==> config.mk <==
export PLATFORM = sky130hd
export DESIGN_NAME = lgac_gate_control
export DESIGN_NICKNAME = d
export VERILOG_FILES = /design/src/rtl/lgac_pkg.sv /design/src/rtl/lgac_gate_control.sv /design/src/rtl/lgac_seq_fsm.sv
export SDC_FILE = /design/constraint.sdc
export NUM_CORES = 1
export LEC_CHECK = 0
export BUFFER_PORTS_ARGS = -buffer_cell sky130_fd_sc_hd__buf_2
export CORE_ASPECT_RATIO = 0.5
export CORE_MARGIN = 2
export CORE_UTILIZATION = 42
export CTS_CLUSTER_DIAMETER = 200
export DETAILED_ROUTE_END_ITERATION = 6
export GPL_TIMING_DRIVEN = 0
export PLACE_DENSITY_LB_ADDON = 0.08
export SLEW_MARGIN = 5
export SYNTH_ARGS = -nofsm -noshare
export SYNTH_HDL_FRONTEND = slang
export SYNTH_HIERARCHICAL = 1
export SYNTH_SLANG_ARGS = --single-unit
==> constraint.sdc <==
create_clock -name core_clk -period 1.9 [get_ports core_clk]
set_clock_uncertainty 0.15 [all_clocks]
set_input_delay 0.095 -clock core_clk [delete_from_list [all_inputs] [get_ports core_clk]]
set_output_delay 0.095 -clock core_clk [all_outputs]
set_load 0.05 [all_outputs]
==> src/rtl/lgac_pkg.sv <==
// Purpose: shared constants and types of the legacy gate control block
// Assumes: 8-bit firmware registers, 16-bit host I/O address
// Notes: offsets are byte offsets on the firmware peripheral bus
package lgac_pkg;

    // ----------------------------------------------------------------
    // address map
    // ----------------------------------------------------------------
    localparam int EC_ADDR_W = 12;
    localparam int IO_ADDR_W = 16;
    localparam logic [11:0] FAST_PORT_EC_OFF = 12'h000;
    localparam logic [11:0] GATE_CTRL_OFF = 12'h100;
    localparam logic [11:0] LATCH_SET_OFF = 12'h108;
    localparam logic [11:0] LATCH_CLR_OFF = 12'h10c;
    localparam logic [15:0] FAST_PORT_IO_ADDR = 16'h0092;

    // ----------------------------------------------------------------
    // field positions
    // ----------------------------------------------------------------
    localparam int GATE_CTRL_BIT = 0;
    localparam int FAST_RESET_BIT = 0;
    localparam int FAST_GATE_BIT = 1;
    localparam int DATA_GATE_BIT = 1;

    // ----------------------------------------------------------------
    // host command codes
    // ----------------------------------------------------------------
    localparam logic [7:0] CMD_GATE = 8'hd1;
    localparam logic [7:0] CMD_NOP = 8'hff;
    localparam logic [7:0] CMD_PULSE = 8'hfe;

    // ----------------------------------------------------------------
    // reset values
    // ----------------------------------------------------------------
    localparam logic GATE_CTRL_RST = 1'h0;
    localparam logic HOST_LATCH_RST = 1'h1;
    localparam logic [1:0] FAST_PORT_RST = 2'h0;

    // ----------------------------------------------------------------
    // types
    // ----------------------------------------------------------------
    typedef enum logic [1:0] {SEQ_IDLE, SEQ_CMD, SEQ_DATA} lgac_seq_type;

    typedef struct packed {
        logic write;
        logic read;
        logic [11:0] addr;
        logic [7:0] wdata;
    } lgac_ec_req_type;

    typedef struct packed {
        logic write;
        logic read;
        logic [15:0] addr;
        logic [7:0] wdata;
    } lgac_io_req_type;

    typedef struct packed {
        logic write;
        logic cmd;
        logic [7:0] data;
    } lgac_kbd_wr_type;

    typedef struct packed {
        lgac_seq_type state;
        logic strobeN;
        logic cmd;
        logic [7:0] data;
        logic load;
        logic value;
        logic block;
    } lgac_seq_state_type;

    typedef struct packed {
        logic fwGate;
        logic hostLatch;
        logic [1:0] fastPort;
        logic gate;
        logic [7:0] ecRdata;
        logic [7:0] ioRdata;
        logic ioOeN;
    } lgac_main_state_type;

    localparam lgac_seq_state_type SEQ_RST_STATE = '{state: SEQ_IDLE, strobeN: 1'h1,
        cmd: 1'h0, data: 8'h00, load: 1'h0, value: 1'h0, block: 1'h0};

    localparam lgac_main_state_type MAIN_RST_STATE = '{fwGate: GATE_CTRL_RST,
        hostLatch: HOST_LATCH_RST, fastPort: FAST_PORT_RST, gate: 1'h1,
        ecRdata: 8'h00, ioRdata: 8'h00, ioOeN: 1'h1};

endpackage

==> src/rtl/lgac_gate_control.sv <==
// Purpose: address line 20 gate control with host latch and fast port
// Assumes: rstn is the system reset and is asserted at main power-on
// Notes: gate output is registered, two cycles after a gate data byte, one after any other cause
// Operation
// - fast port bit 1 drives alternate gate
// - gate is alternate gate OR controller source
// - assist enable selects firmware bit as source
// - firmware bit 0 at 100h sets gate
// - gate control reads bits 7..1 zero
// - separate storage; readback follows assist enable
// - data after gate command loads host latch
// - gate sequence hidden from firmware flags
// - power-on reset drives gate high
// - writes to 108h set, 10Ch clear latch
// - only data bit 1 used; FF keeps
// - repeated gate commands restart data wait
// - other command after gate command flags input
// - extra data byte flags input, goes idle
// - commands FF, FE, D1 suppress write strobe
// - disabled fast port ignores writes, floats reads
// - without assist, gate follows host latch
// - command flag separates commands from data
`timescale 1ns/1ps
module lgac_gate_control (
    input wire logic core_clk,
    input wire logic rstn,
    input lgac_pkg::lgac_ec_req_type ecReq,
    output logic [7:0] ecRdata,
    input lgac_pkg::lgac_io_req_type ioReq,
    output logic [7:0] ioRdata,
    output logic ioRdataOeN,
    input lgac_pkg::lgac_kbd_wr_type kbdWr,
    output logic internalWriteStrobeN,
    output logic kbdCmdOut,
    output logic [7:0] kbdDataOut,
    output logic outputFullBlock,
    input wire logic firmwareAssistEnable,
    input wire logic fastPortEnable,
    output logic fastPortReset,
    output logic addressLine20Gate
);

    lgac_pkg::lgac_main_state_type q, d;
    logic seqLoad;
    logic seqValue;

    // ----------------------------------------------------------------
    // helpers
    // ----------------------------------------------------------------
    function automatic logic ecHit(input lgac_pkg::lgac_ec_req_type r,
                                   input logic [11:0] off);
        ecHit = (r.addr == off);
    endfunction

    function automatic logic kbcSource(input logic assist, input logic fw,
                                       input logic latch);
        kbcSource = assist ? fw : latch;
    endfunction

    // ----------------------------------------------------------------
    // host sequence decoder
    // ----------------------------------------------------------------
    lgac_seq_fsm u_seq (
        .core_clk(core_clk),
        .rstn(rstn),
        .kbd(kbdWr),
        .internalWriteStrobeN(internalWriteStrobeN),
        .kbdCmdOut(kbdCmdOut),
        .kbdDataOut(kbdDataOut),
        .latchLoad(seqLoad),
        .latchValue(seqValue),
        .outputFullBlock(outputFullBlock)
    );

    // ----------------------------------------------------------------
    // next state
    // ----------------------------------------------------------------
    always_comb
    begin
        logic fastHit;
        fastHit = 1'h0;
        d = q;
        d.ioOeN = 1'h1;

        // firmware gate bit
        if (ecReq.write && ecHit(ecReq, lgac_pkg::GATE_CTRL_OFF))
        begin
            d.fwGate = ecReq.wdata[lgac_pkg::GATE_CTRL_BIT];
        end

        // host latch: sequence load, then firmware strobes win
        if (seqLoad)
        begin
            d.hostLatch = seqValue;
        end
        if (ecReq.write && ecHit(ecReq, lgac_pkg::LATCH_SET_OFF))
        begin
            d.hostLatch = 1'h1;
        end
        else if (ecReq.write && ecHit(ecReq, lgac_pkg::LATCH_CLR_OFF))
        begin
            d.hostLatch = 1'h0;
        end

        // fast port register
        fastHit = (ioReq.addr == lgac_pkg::FAST_PORT_IO_ADDR) && fastPortEnable;
        if (ioReq.write && fastHit)
        begin
            d.fastPort = ioReq.wdata[1:0];
        end
        else if (ecReq.write && ecHit(ecReq, lgac_pkg::FAST_PORT_EC_OFF))
        begin
            d.fastPort = ecReq.wdata[1:0];
        end

        // gate output
        d.gate = kbcSource(firmwareAssistEnable, d.fwGate, d.hostLatch)
            | d.fastPort[lgac_pkg::FAST_GATE_BIT];

        // firmware reads
        if (ecReq.read)
        begin
            if (ecHit(ecReq, lgac_pkg::GATE_CTRL_OFF))
            begin
                d.ecRdata = {7'h00, kbcSource(firmwareAssistEnable, q.fwGate,
                    q.hostLatch)};
            end
            else if (ecHit(ecReq, lgac_pkg::FAST_PORT_EC_OFF))
            begin
                d.ecRdata = {6'h00, q.fastPort};
            end
            else
            begin
                d.ecRdata = 8'h00;
            end
        end

        // host reads
        if (ioReq.read && fastHit)
        begin
            d.ioRdata = {6'h00, q.fastPort};
            d.ioOeN = 1'h0;
        end
    end

    // ----------------------------------------------------------------
    // state register
    // ----------------------------------------------------------------
    always_ff @(posedge core_clk)
    begin
        if (!rstn)
            q <= lgac_pkg::MAIN_RST_STATE;
        else
            q <= d;
    end

    assign ecRdata = q.ecRdata;
    assign ioRdata = q.ioRdata;
    assign ioRdataOeN = q.ioOeN;
    assign fastPortReset = q.fastPort[lgac_pkg::FAST_RESET_BIT];
    assign addressLine20Gate = q.gate;
endmodule

==> src/rtl/lgac_seq_fsm.sv <==
// Purpose: decodes the host command/data gate sequence
// Assumes: one keyboard write per cycle at most
// Notes: filtered bytes never reach the keyboard controller
`timescale 1ns/1ps
module lgac_seq_fsm (
    input wire logic core_clk,
    input wire logic rstn,
    input lgac_pkg::lgac_kbd_wr_type kbd,
    output logic internalWriteStrobeN,
    output logic kbdCmdOut,
    output logic [7:0] kbdDataOut,
    output logic latchLoad,
    output logic latchValue,
    output logic outputFullBlock
);

    lgac_pkg::lgac_seq_state_type q, d;

    function automatic logic isSilentCmd(input logic [7:0] b);
        isSilentCmd = (b == lgac_pkg::CMD_NOP) || (b == lgac_pkg::CMD_PULSE);
    endfunction

    // ----------------------------------------------------------------
    // next state
    // ----------------------------------------------------------------
    always_comb
    begin
        d = q;
        d.strobeN = 1'h1;
        d.load = 1'h0;
        d.cmd = kbd.cmd;
        d.data = kbd.data;
        if (kbd.write)
        begin
            if (kbd.cmd)
            begin
                if (kbd.data == lgac_pkg::CMD_GATE)
                begin
                    d.state = lgac_pkg::SEQ_CMD;
                end
                else if (isSilentCmd(kbd.data))
                begin
                    d.state = lgac_pkg::SEQ_IDLE;
                end
                else
                begin
                    d.strobeN = 1'h0;
                    d.state = lgac_pkg::SEQ_IDLE;
                end
            end
            else
            begin
                unique case (q.state)
                    lgac_pkg::SEQ_CMD:
                    begin
                        d.load = 1'h1;
                        d.value = kbd.data[lgac_pkg::DATA_GATE_BIT];
                        d.state = lgac_pkg::SEQ_DATA;
                    end
                    lgac_pkg::SEQ_DATA:
                    begin
                        d.strobeN = 1'h0;
                        d.state = lgac_pkg::SEQ_IDLE;
                    end
                    lgac_pkg::SEQ_IDLE:
                    begin
                        d.strobeN = 1'h0;
                    end
                endcase
            end
        end
        d.block = (d.state != lgac_pkg::SEQ_IDLE);
    end

    always_ff @(posedge core_clk)
    begin
        if (!rstn)
            q <= lgac_pkg::SEQ_RST_STATE;
        else
            q <= d;
    end

    assign internalWriteStrobeN = q.strobeN;
    assign kbdCmdOut = q.cmd;
    assign kbdDataOut = q.data;
    assign latchLoad = q.load;
    assign latchValue = q.value;
    assign outputFullBlock = q.block;
endmodule

==> reports/results.tsv, run 1 <==
stage	metric	value	unit
run_status	status	completed	
grt	overflow left after global routing	0	
hold_path	Hold Path Depth	3	
drt	DR vias	1390	
cells_and_area	Final Non-Filler Cells	289	
critical_path	FF-to-FF Start	u_seq/q[14]	
floorplan	# IOs	92	
run	max-cap viol count	0	
power_and_ir_drop	Total Power	1.14	mW
logic_synthesis	#FFs+latches synth	25	
drt	DR WL/cell	10.8	µm
drt	vias per std cell	4.81	
critical_path	Crit Path Class	in -> reg	
grt	number of global-route vias before repair	1281	
timing	Fin. Hold Viols	0	
placement	I/O Buffers	67	
logic_synthesis	synthesized netlist cell count	150	
power_and_ir_drop	PwrDens	548	mW/mm²
power_and_ir_drop	peak supply drop	261	µV
logic_synthesis	FFs w/ async S/R, synth	0	%
logic_synthesis	synthesized area	0.00143	mm²
critical_path	CP Capture Type	flop	
critical_path	largest stage delay on the critical path	570	ps
critical_path	crit path DAT	1750	ps
clock_network	Setup Fix Bufs, Post-CTS	0	
floorplan	core box area	0.00312	mm²
placement	GPL Wtd Cong	0.773	
timing	min Tclk post-route	1710	ps
logic_synthesis	Cell variety after synth	46	
timing	Max Slew Vio Count	0	
floorplan	num rows	14	
grt	initial antenna violation count	0	
placement	placed inst area	0.00185	mm²
logic_synthesis	Syn. warnings	6	
clock_network	Root Buffer	clkbuf_8	
floorplan	chip height	45.2	µm
clock_network	TritonCTS Sinks	25	
clock_network	CTS tree	done	
hold_path	Hold EP	u_seq/q[13]	
logic_synthesis	EDFF count, synth	0	
cells_and_area	Syn-to-layout area delta	45.3	%
timing	relative slew slack	65.7	%
clock_network	Clock Pin Slew Worst Setup and Hold Paths	90	ps
logic_synthesis	post-synthesis sequential area ratio	35.1	%
drt	Pre-antenna DRT Iters	4	
critical_path	R2R Setup Slk	210	ps
drt	number of routed nets with antenna violations	0	
floorplan	Starting Density	45.7	%
timing	RSZ-0062 raised after global routing	no	
critical_path	Critical-path top delay cell	dlygate4sd3_1	
floorplan	die area	0.00390	mm²
timing	post-route clock period utilization	90.1	%
power_and_ir_drop	cell leakage power	0.975	nW
cells_and_area	Final nets	316	
critical_path	Reg2Reg Depth	5	
grt	GRT Overall Usage	16.8	%
grt	first-pass GRT wire length	5.18	mm
timing	maximum clock rate	584	MHz
hold_path	Hold Startpoint	kbdWr[9]	
timing	Worst Tran Pin Value	507	ps
floorplan	Die W	86.4	µm
critical_path	critical path's top delay family	simple AND/OR/NAND/NOR gates	
critical_path	CP Cell Sequence	buf_2 > nor4b_1 > and4_1 > nand4_1 > dlygate4sd3_1 > o221ai_1	
cells_and_area	# diodes	0	
critical_path	critical path required time	1940	ps
drt	DR iter-0 viols	14	
cells_and_area	final design utilization	66.4	%
drt	WL final	3.12	mm
clock_network	CTS Buffer Depth	2	
timing	Setup Viol. Count Final	0	
hold_path	min-delay worst type	in -> reg	
cells_and_area	layout cells sized above 1	43.4	%
clock_network	Clk Latency, worst-skew pair	270	ps
critical_path	critical-path maximum fanout	3	
clock_network	CTS Hold Bufs	17	
critical_path	crit path launch type	input port	
placement	hpwl dp	2.52	mm
grt	pin count of the biggest net entering global routing	16	
clock_network	H-tree depth	1	
drt	drt drc	0	
cells_and_area	design area	0.00207	mm²
logic_synthesis	top_reg_cell synth	dfxtp_1	
critical_path	Bufs and invs on worst path	2	
clock_network	post-CTS sizing	0	
logic_synthesis	Mean Syn Cell Area	9.50	µm²
critical_path	worst r2r dst	u_seq/outputFullBlock	
placement	placed cells	268	
clock_network	cts bufs inserted	3	
## layer usage
layer	global-route usage, %	up-vias	part of all wire [%]
met2	32.8	56	49
li1	-	711	-
met5	0	-	0
met3	4.39	4	6.8
met1	18.8	619	44
met4	3.75	0	0.74
## cell usage in the layout (no fill, tap or decap), types with 2 or more instances in the layout
cell type / n
a211oi_1: 2
a21oi_1: 4
and2_1: 9
buf_2: 67
buf_4: 24
clkbuf_8: 3
conb_1: 12
dfxtp_1: 25
dlygate4sd3_1: 17
ha_1: 4
inv_1: 7
mux2i_1: 7
nand2_1: 6
nand2b_1: 2
nand3_1: 3
nand3b_1: 3
nand4_1: 5
nor2_1: 4
nor2b_1: 4
nor3_1: 3
nor4_1: 3
nor4_2: 2
nor4b_1: 3
o21ai_1: 2
o31ai_1: 2
or4_4: 2
## worst max-delay path by stage
stage          slack (ps)  depth (start not counted)                    end        start
3_5_place_dp          -30                          5      addressLine20Gate     ecReq[8]
5_1_grt                40                          6      addressLine20Gate    ioReq[19]
2_1_floorplan         180                          4      addressLine20Gate     ecReq[8]
3_3_place_gp          -20                          5      addressLine20Gate     ecReq[8]
4_1_cts               200                          5  u_seq/outputFullBlock  u_seq/q[14]
6_report              190                          6      addressLine20Gate    ioReq[19]
## cell usage after synthesis, types with 2 or more instances
cell type | number | area, µm²
dfxtp_1 | 25 | 500
buf_4 | 24 | 180
and2_1 | 9 | 56.3
inv_1 | 7 | 26.3
mux2i_1 | 7 | 70.1
nand2_1 | 6 | 22.5
nand4_1 | 5 | 31.3
a21oi_1 | 4 | 20.0
ha_1 | 4 | 50.1
nor2_1 | 4 | 15.0
nor2b_1 | 4 | 25.0
nand3_1 | 3 | 15.0
nand3b_1 | 3 | 22.5
nor3_1 | 3 | 15.0
nor4_1 | 3 | 18.8
nor4b_1 | 3 | 26.3
a211oi_1 | 2 | 15.0
nand2b_1 | 2 | 12.5
nor4_2 | 2 | 25.0
o21ai_1 | 2 | 10.0
o31ai_1 | 2 | 15.0
or4_4 | 2 | 22.5
## kinds of logic (layout without fill, tap and decap cells)
kind of cell | count (synthesis) | count (layout) | share of synthesized area, %
multiplexers | 8 | 8 | 5.71
AND/OR/NAND/NOR | 63 | 63 | 32.0
AO/OA/AOI/OAI | 17 | 17 | 8.69
buffers and inverters | 32 | 120 | 14.7
flip-flops | 25 | 25 | 35.1
adder cells (fa/ha/maj) | 4 | 4 | 3.51
other | 1 | 12 | 0.263
## area by class of cell
class | instances | area [µm²]
fillers | 254 | 1050
plain buffers | 25 | 184
well taps | 40 | 50.0
repair buffers | 84 | 505
multi-input cells | 104 | 756
inverters | 7 | 26.3
clock inverters | 1 | 7.51
clock buffers | 3 | 41.3
flip-flops and latches | 25 | 500
## stage by stage
| step | hold slack [ps] | setup TNS [ps] | worst slack [ps] |
|---|---|---|---|
| 2_1_floorplan | 18.9 | 0 | 180 |
| 3_3_place_gp | 162 | -18.4 | -18.4 |
| 3_5_place_dp | 165 | -25.1 | -25.1 |
| 4_1_cts | 14.1 | 0 | 196 |
| 5_1_grt | 26.1 | 0 | 41.6 |
| 6_report | 17.9 | 0 | 189 |
## worst reg2reg max path: stages, from the launching register on
cell      delay [ps]
dfxtp_1          430
inv_1             80
ha_1             300
and4bb_2         250
a221oi_2         230
o211ai_1         130
## flip-flops by register name, summed over array words and instances (netlist names), 2 cells and up
signal / flops
ecRdata: 2
u_seq/q: 2
ioRdata: 2
q: 3
u_seq/kbdDataOut: 8
## report_power, final
part           total (mW)  switching [mW]  internal (mW)
combinational       0.275           0.162          0.114
sequential          0.539         0.00293          0.536
clock               0.321           0.172          0.149
total                1.14           0.337          0.798
Power figures use the tool's default switching activity.
==> run 2, diff against run 1 <==
--- a/config.mk
+++ b/config.mk
@@ -8,7 +8,8 @@
 export BUFFER_PORTS_ARGS = -buffer_cell sky130_fd_sc_hd__buf_2
 export CORE_ASPECT_RATIO = 0.5
 export CORE_MARGIN = 2
-export CORE_UTILIZATION = 42
+export CORE_UTILIZATION = 43
+export CTS_BUF_LIST = sky130_fd_sc_hd__clkbuf_2 sky130_fd_sc_hd__clkbuf_4 sky130_fd_sc_hd__clkbuf_8
 export CTS_CLUSTER_DIAMETER = 200
 export DETAILED_ROUTE_END_ITERATION = 6
 export GPL_TIMING_DRIVEN = 0
==> run 2 against run 1 <==
  * Highest routed layer unchanged
  * Design area down 0.48%
  * Clock power up 3%
  * Largest cell class unchanged
  * Critical path type is now reg -> reg
  * Hold slack worse by 3.2 ps
  * Largest power group unchanged
==> reports/results.tsv, run 2 (synthesized netlist as in run 1, its figures left out) <==
stage	metric	value	unit	change
run_status	status	completed		
floorplan	core box area	0.00308	mm²	-1.1%
clock_network	Clock Pin Slew Worst Setup and Hold Paths	90	ps	about the same
drt	DR WL/cell	11.1	µm	+2.6%
clock_network	Clk Latency, worst-skew pair	280	ps	about the same
drt	DR vias	1370		-1.4%
placement	I/O Buffers	67		unchanged
critical_path	Crit Path Class	reg -> reg		
floorplan	num rows	14		unchanged
clock_network	Root Buffer	clkbuf_8		
timing	min Tclk post-route	1690	ps	-19.3 ps
drt	DR iter-0 viols	33		+19
clock_network	cts bufs inserted	3		unchanged
power_and_ir_drop	cell leakage power	0.970	nW	-0.43%
power_and_ir_drop	clock power share	29.0	%	+0.7 points
floorplan	chip height	44.7	µm	-1.1%
cells_and_area	# diodes	0		unchanged
power_and_ir_drop	switching pwr	347	µW	+3.0%
power_and_ir_drop	Total Power	1.14	mW	+0.80%
grt	pin count of the biggest net entering global routing	16		unchanged
grt	initial antenna violation count	0		unchanged
cells_and_area	area of the multi-input gates	756	µm²	unchanged
timing	Fin. Hold Viols	0		unchanged
timing	setup tns final	0	ps	unchanged
grt	first-pass GRT wire length	5.29	mm	+2.0%
cells_and_area	max FFs per register	8		unchanged
cells_and_area	Final nets	315		-0.32%
placement	GPL Wtd Cong	0.715		-7.5%
drt	Pre-antenna DRT Iters	4		unchanged
grt	GRT Overall Usage	17.7	%	+0.99 points
timing	maximum clock rate	591	MHz	+1.1%
grt	overflow left after global routing	0		unchanged
cells_and_area	Filler Cell Count	278		+9.4%
clock_network	Setup Fix Bufs, Post-CTS	0		unchanged
hold_path	min-delay worst type	in -> reg		
cells_and_area	Final Non-Filler Cells	288		-0.35%
critical_path	critical path required time	1910	ps	-30 ps
critical_path	critical-path maximum fanout	5		+2
drt	drt drc	0		unchanged
drt	number of routed nets with antenna violations	0		unchanged
clock_network	CTS Buffer Depth	2		unchanged
power_and_ir_drop	PwrDens	555	mW/mm²	+1.3%
timing	RSZ-0062 raised after global routing	no		
critical_path	crit path DAT	1710	ps	-40 ps
cells_and_area	Syn-to-layout area delta	44.6	%	
timing	Max Slew Vio Count	0		unchanged
run	max-cap viol count	0		unchanged
floorplan	# IOs	92		unchanged
power_and_ir_drop	Switching Fraction	30.3	%	+0.64 points
floorplan	die area	0.00382	mm²	-2.2%
floorplan	Die W	85.4	µm	-1.1%
drt	vias per std cell	4.76		-1.1%
grt	number of global-route vias before repair	1291		+0.78%
cells_and_area	layout cells sized above 1	43.5	%	+0.17 points
floorplan	Starting Density	46.2	%	+0.52 points
placement	placed cells	268		unchanged
power_and_ir_drop	peak supply drop	357	µV	+37%
power_and_ir_drop	combinational share of power	23.9	%	-0.3 points
cells_and_area	most common cell after layout, fill and taps aside	buf_2		
cells_and_area	Register Area	500	µm²	unchanged
placement	pre-CTS WS	-21.7	ps	+3.43 ps
timing	final setup margin	208	ps	+19.3 ps
timing	Setup Viol. Count Final	0		unchanged
critical_path	crit path launch type	flop		
clock_network	TritonCTS Sinks	25		unchanged
placement	hpwl dp	2.50	mm	-0.67%
clock_network	post-CTS sizing	0		unchanged
cells_and_area	most frequent cells in the layout	buf_2 (67), dfxtp_1 (25), buf_4 (24)		
power_and_ir_drop	Reg power frac	47.1	%	-0.4 points
critical_path	CP Capture Type	flop		
clock_network	CTS tree	done		
power_and_ir_drop	Internal Power	797	µW	-0.12%
drt	WL final	3.19	mm	+2.2%
timing	post-route clock period utilization	89.1	%	-1.0 points
clock_network	H-tree depth	1		unchanged
[run 2: cell count changes in the layout (fill, tap and decap cells not counted), sizes merged]
| cell | delta |
|---|---|
| dlygate4sd3 | -1 |
[run 2: layer usage]
| metal | global-route usage (%) | routed length (µm) |
|---|---|---|
| met4 | 5.71 | 47 |
| met2 | 33.9 | 1500 |
| met3 | 4.75 | 264 |
| met1 | 19.9 | 1370 |
| met5 | 0 | 0 |
[run 2: final timing paths]
check / cells after the start / slack [ps] / to / from
worst min register to register: 2 / 320 / ecRdata[1] / ecRdata[1]
worst max-delay path: 5 / 210 / u_seq/outputFullBlock / u_seq/q[14]
worst max register to register: 5 / 210 / u_seq/outputFullBlock / u_seq/q[14]
worst min-delay path: 3 / 10 / u_seq/q[13] / kbdWr[9]
[run 2: worst max-delay path, cell delays in order, from the launching register on]
cell and delay (ps):
dfxtp_1 430, inv_1 90, ha_1 310, and4bb_2 250, a221oi_2 220, o211ai_1 120
[run 2: power by group through the flow]
stage	clock (mW)	combinational, mW	sequential (mW)
floorplan	0	0.155	0.563
global placement	0	0.248	0.551
detailed placement	0	0.250	0.551
CTS	0.341	0.273	0.539
global route	0.360	0.293	0.540
finish	0.332	0.274	0.539
[run 2: metrics by stage]
stage	cell area [µm²]	util (%)	hold slack [ps]
detailed placement	1850	60.1	169
global placement	1850	60.1	161
CTS	2060	66.8	14.7
global route	2060	66.8	13.0
floorplan	1470	-	18.9
finish	2060	66.8	14.7
[run 2: cell type report]
type	count	share of cell area [%]
inverters	7	1.28
flip-flops and latches	25	24.3
clock buffers	3	2.00
plain buffers	25	8.93
clock inverters	1	0.364
multi-input cells	104	36.7
repair buffers	83	24.0
well taps	40	2.43
[run 2: timing repair]
| action | in CTS | in global routing |
|---|---|---|
| endpoints found under the hold margin | 21 | 0 |
| setup endpoints to repair | 0 | 0 |
| hold buffers | 16 | 0 |
==> run 3, diff against run 2 <==
--- a/config.mk
+++ b/config.mk
@@ -5,10 +5,11 @@
 export SDC_FILE = /design/constraint.sdc
 export NUM_CORES = 1
 export LEC_CHECK = 0
+export ABC_AREA = 1
 export BUFFER_PORTS_ARGS = -buffer_cell sky130_fd_sc_hd__buf_2
 export CORE_ASPECT_RATIO = 0.5
 export CORE_MARGIN = 2
-export CORE_UTILIZATION = 43
+export CORE_UTILIZATION = 45
 export CTS_BUF_LIST = sky130_fd_sc_hd__clkbuf_2 sky130_fd_sc_hd__clkbuf_4 sky130_fd_sc_hd__clkbuf_8
 export CTS_CLUSTER_DIAMETER = 200
 export DETAILED_ROUTE_END_ITERATION = 6
==> run 3 against run 2 <==
  * Non-clock buffer count unchanged
  * Design area increased by 5.3%
  * Sequential power is essentially flat
  * Sequential cell count unchanged
  * First-iteration DRC count is 48% higher
  * Global-route usage fell by 0.85 points
  * Via count rose by 12%
  * Die area is 2.7% higher
  * Clock-buffer cell count is the same
  * Cell count rose by 26%
  * Critical endpoint is now ioRdataOeN
==> reports/results.tsv, run 3 <==
stage	metric	value	unit	change
timing	RSZ-0062 raised after global routing	no		
logic_synthesis	post-synth top area share	32.6	%	-2.5 points
logic_synthesis	Post-synth top cells	inv_1 (41), nand2_1 (41), nor2_1 (29), dfxtp_1 (25), buf_4 (24)		
cells_and_area	final design utilization	69.6	%	+2.8 points
logic_synthesis	synthesized area	0.00154	mm²	+7.7%
cells_and_area	max FFs per register	8		unchanged
critical_path	Reg2Reg Depth	7		+2
timing	maximum clock rate	680	MHz	+15%
floorplan	Die W	86.6	µm	+1.4%
grt	overflow left after global routing	0		unchanged
timing	post-route clock period utilization	77.4	%	-12 points
drt	DR WL/cell	8.88	µm	-20%
drt	WL final	3.22	mm	+1.1%
critical_path	CP Capture Type	flop		
floorplan	core box area	0.00312	mm²	+1.1%
logic_synthesis	FFs w/ async S/R, synth	0	%	unchanged
drt	Pre-antenna DRT Iters	4		unchanged
critical_path	Crit Path Class	in -> reg		
logic_synthesis	Cell variety after synth	26		-43%
critical_path	worst r2r dst	u_seq/outputFullBlock		
cells_and_area	Final nets	390		+24%
hold_path	Hold Path Depth	5		+2
grt	pin count of the biggest net entering global routing	16		unchanged
cells_and_area	most common cell after layout, fill and taps aside	buf_2		
clock_network	Root Buffer	clkbuf_8		
timing	Fin. Hold Viols	0		unchanged
critical_path	critical-path maximum fanout	10		+5
logic_synthesis	Mean Syn Cell Area	6.82	µm²	-28%
drt	DR iter-0 viols	49		+48%
cells_and_area	Syn-to-layout area delta	41.4	%	
clock_network	TritonCTS Sinks	25		unchanged
logic_synthesis	top_reg_cell synth	dfxtp_1		
timing	min Tclk post-route	1470	ps	-221 ps
floorplan	num rows	14		unchanged
clock_network	CTS Buffer Depth	2		unchanged
critical_path	crit path DAT	1480	ps	-230 ps
clock_network	Setup Fix Bufs, Post-CTS	0		unchanged
logic_synthesis	synthesized netlist cell count	225		+50%
timing	Max Slew Vio Count	0		unchanged
logic_synthesis	Area contributors post-synth	dfxtp_1 (33%), buf_4 (12%), inv_1 (10%)		
placement	GPL Wtd Cong	0.766		+7.1%
power_and_ir_drop	PwrDens	534	mW/mm²	-3.8%
run	max-cap viol count	0		unchanged
hold_path	min-delay worst type	in -> reg		
cells_and_area	most frequent cells in the layout	buf_2 (67), nand2_1 (41), inv_1 (41)		
grt	initial antenna violation count	0		unchanged
run_status	status	completed		
floorplan	die area	0.00392	mm²	+2.7%
drt	DR vias	1539		+12%
grt	number of global-route vias before repair	1350		+4.6%
logic_synthesis	#FFs+latches synth	25		unchanged
critical_path	crit path launch type	input port		
grt	GRT Overall Usage	16.9	%	-0.85 points
cells_and_area	# diodes	0		unchanged
placement	I/O Buffers	67		unchanged
power_and_ir_drop	peak supply drop	434	µV	+22%
hold_path	Hold Startpoint	ioReq[1]		
drt	vias per std cell	4.24		-11%
timing	Setup Viol. Count Final	0		unchanged
grt	first-pass GRT wire length	5.27	mm	-0.26%
clock_network	CTS tree	done		
placement	hpwl dp	2.53	mm	+1.1%
clock_network	Clock Pin Slew Worst Setup and Hold Paths	90	ps	about the same
cells_and_area	layout cells sized above 1	35.3	%	-8.3 points
clock_network	post-CTS sizing	0		unchanged
drt	number of routed nets with antenna violations	0		unchanged
critical_path	FF-to-FF Start	u_seq/q[13]		
logic_synthesis	Syn. warnings	6		unchanged
clock_network	Clk Latency, worst-skew pair	270	ps	about the same
logic_synthesis	largest area contributor in the netlist	dfxtp_1		
critical_path	R2R Setup Slk	440	ps	+230 ps
floorplan	Starting Density	49.2	%	+3.0 points
hold_path	Hold EP	addressLine20Gate		
logic_synthesis	EDFF count, synth	0		unchanged
power_and_ir_drop	cell leakage power	1.24	nW	+28%
floorplan	chip height	45.3	µm	+1.3%
logic_synthesis	post-synthesis sequential area ratio	32.6	%	-2.5 points
floorplan	# IOs	92		unchanged
critical_path	critical path required time	1910	ps	about the same
clock_network	cts bufs inserted	3		unchanged
timing	setup tns final	0	ps	unchanged
drt	drt drc	0		unchanged
clock_network	H-tree depth	1		unchanged
[run 3: cell types whose count changed in the layout (fill, tap and decap cells not counted), moves of 4 or more]
cell,before,now
nor2b_1,4,0
o21ai_0,0,6
nand2_1,6,41
nor2_1,4,29
mux2i_1,7,0
nand2_2,0,4
nor2_2,0,5
and2_1,9,2
nand3_1,3,16
inv_1,7,41
[run 3: cell families after synthesis]
kind of cell               count (synthesis)  share of synthesized area [%]
AOI/OAI and AO/OA                         13                           4.65
DFF                                       25                           32.6
buffers and inverters                     68                           23.5
other                                      1                          0.244
and+or+nand+nor                          114                           35.8
adders and majority gates                  4                           3.26
[run 3: final cells by class]
| cell class | instances | area [µm²] |
|---|---|---|
| Tap cell | 40 | 50.0 |
| Sequential cell | 25 | 500 |
| Multi-Input combinational cell | 143 | 716 |
| Timing Repair Buffer | 83 | 495 |
| Fill cell | 254 | 947 |
| Inverter | 43 | 161 |
| Clock buffer | 3 | 41.3 |
| Buffer | 25 | 199 |
| Clock inverter | 1 | 7.51 |
[run 3: per-stage QoR]
step | setup slack [ps] | instance area, µm² | hold WS [ps] | power [mW] | instances
CTS | 449 | 2170 | 17.2 | 1.17 | 363
finish | 429 | 2170 | 22.2 | 1.16 | 363
floorplan | 614 | 1580 | 29.7 | 0.743 | 236
global placement | 548 | 1960 | 150 | 0.827 | 343
global route | 351 | 2170 | 12.1 | 1.22 | 363
detailed placement | 486 | 1960 | 154 | 0.830 | 343
[run 3: worst max path at each step]
stage                      startpoint               endpoint  slack [ps]  depth (start not counted)
final                            rstn             ioRdataOeN         430                          4
after global routing      u_seq/q[13]  u_seq/outputFullBlock         350                          7
after CTS                        rstn             ioRdataOeN         450                          4
after detailed placement  u_seq/q[13]  u_seq/outputFullBlock         490                          7
after global placement    u_seq/q[13]  u_seq/outputFullBlock         550                          7
after floorplan           u_seq/q[13]  u_seq/outputFullBlock         610                          8
[run 3: critical path: stages]
cell and delay, ps:
dlygate4sd3_1 520, buf_2 200, nand4_1 110, dlygate4sd3_1 560
[run 3: power by group]
group | switching (mW) | total (mW) | internal [mW]
clock network | 0.169 | 0.317 | 0.148
registers | 0.00321 | 0.540 | 0.537
logic | 0.183 | 0.303 | 0.120
[run 3: layer usage]
metal,GRT usage (%),up-vias,wire length (µm)
met4,4.38,0,19
met2,30.3,57,1390
met3,4.75,2,268
met1,20.5,632,1540
li1,-,848,-
met5,0,-,0
[run 3: what timing repair did]
item | 4_1_cts | 5_1_grt
hold endpoints to repair | 18 | 0
hold buffers | 16 | 0
setup endpoints to repair | 0 | 0
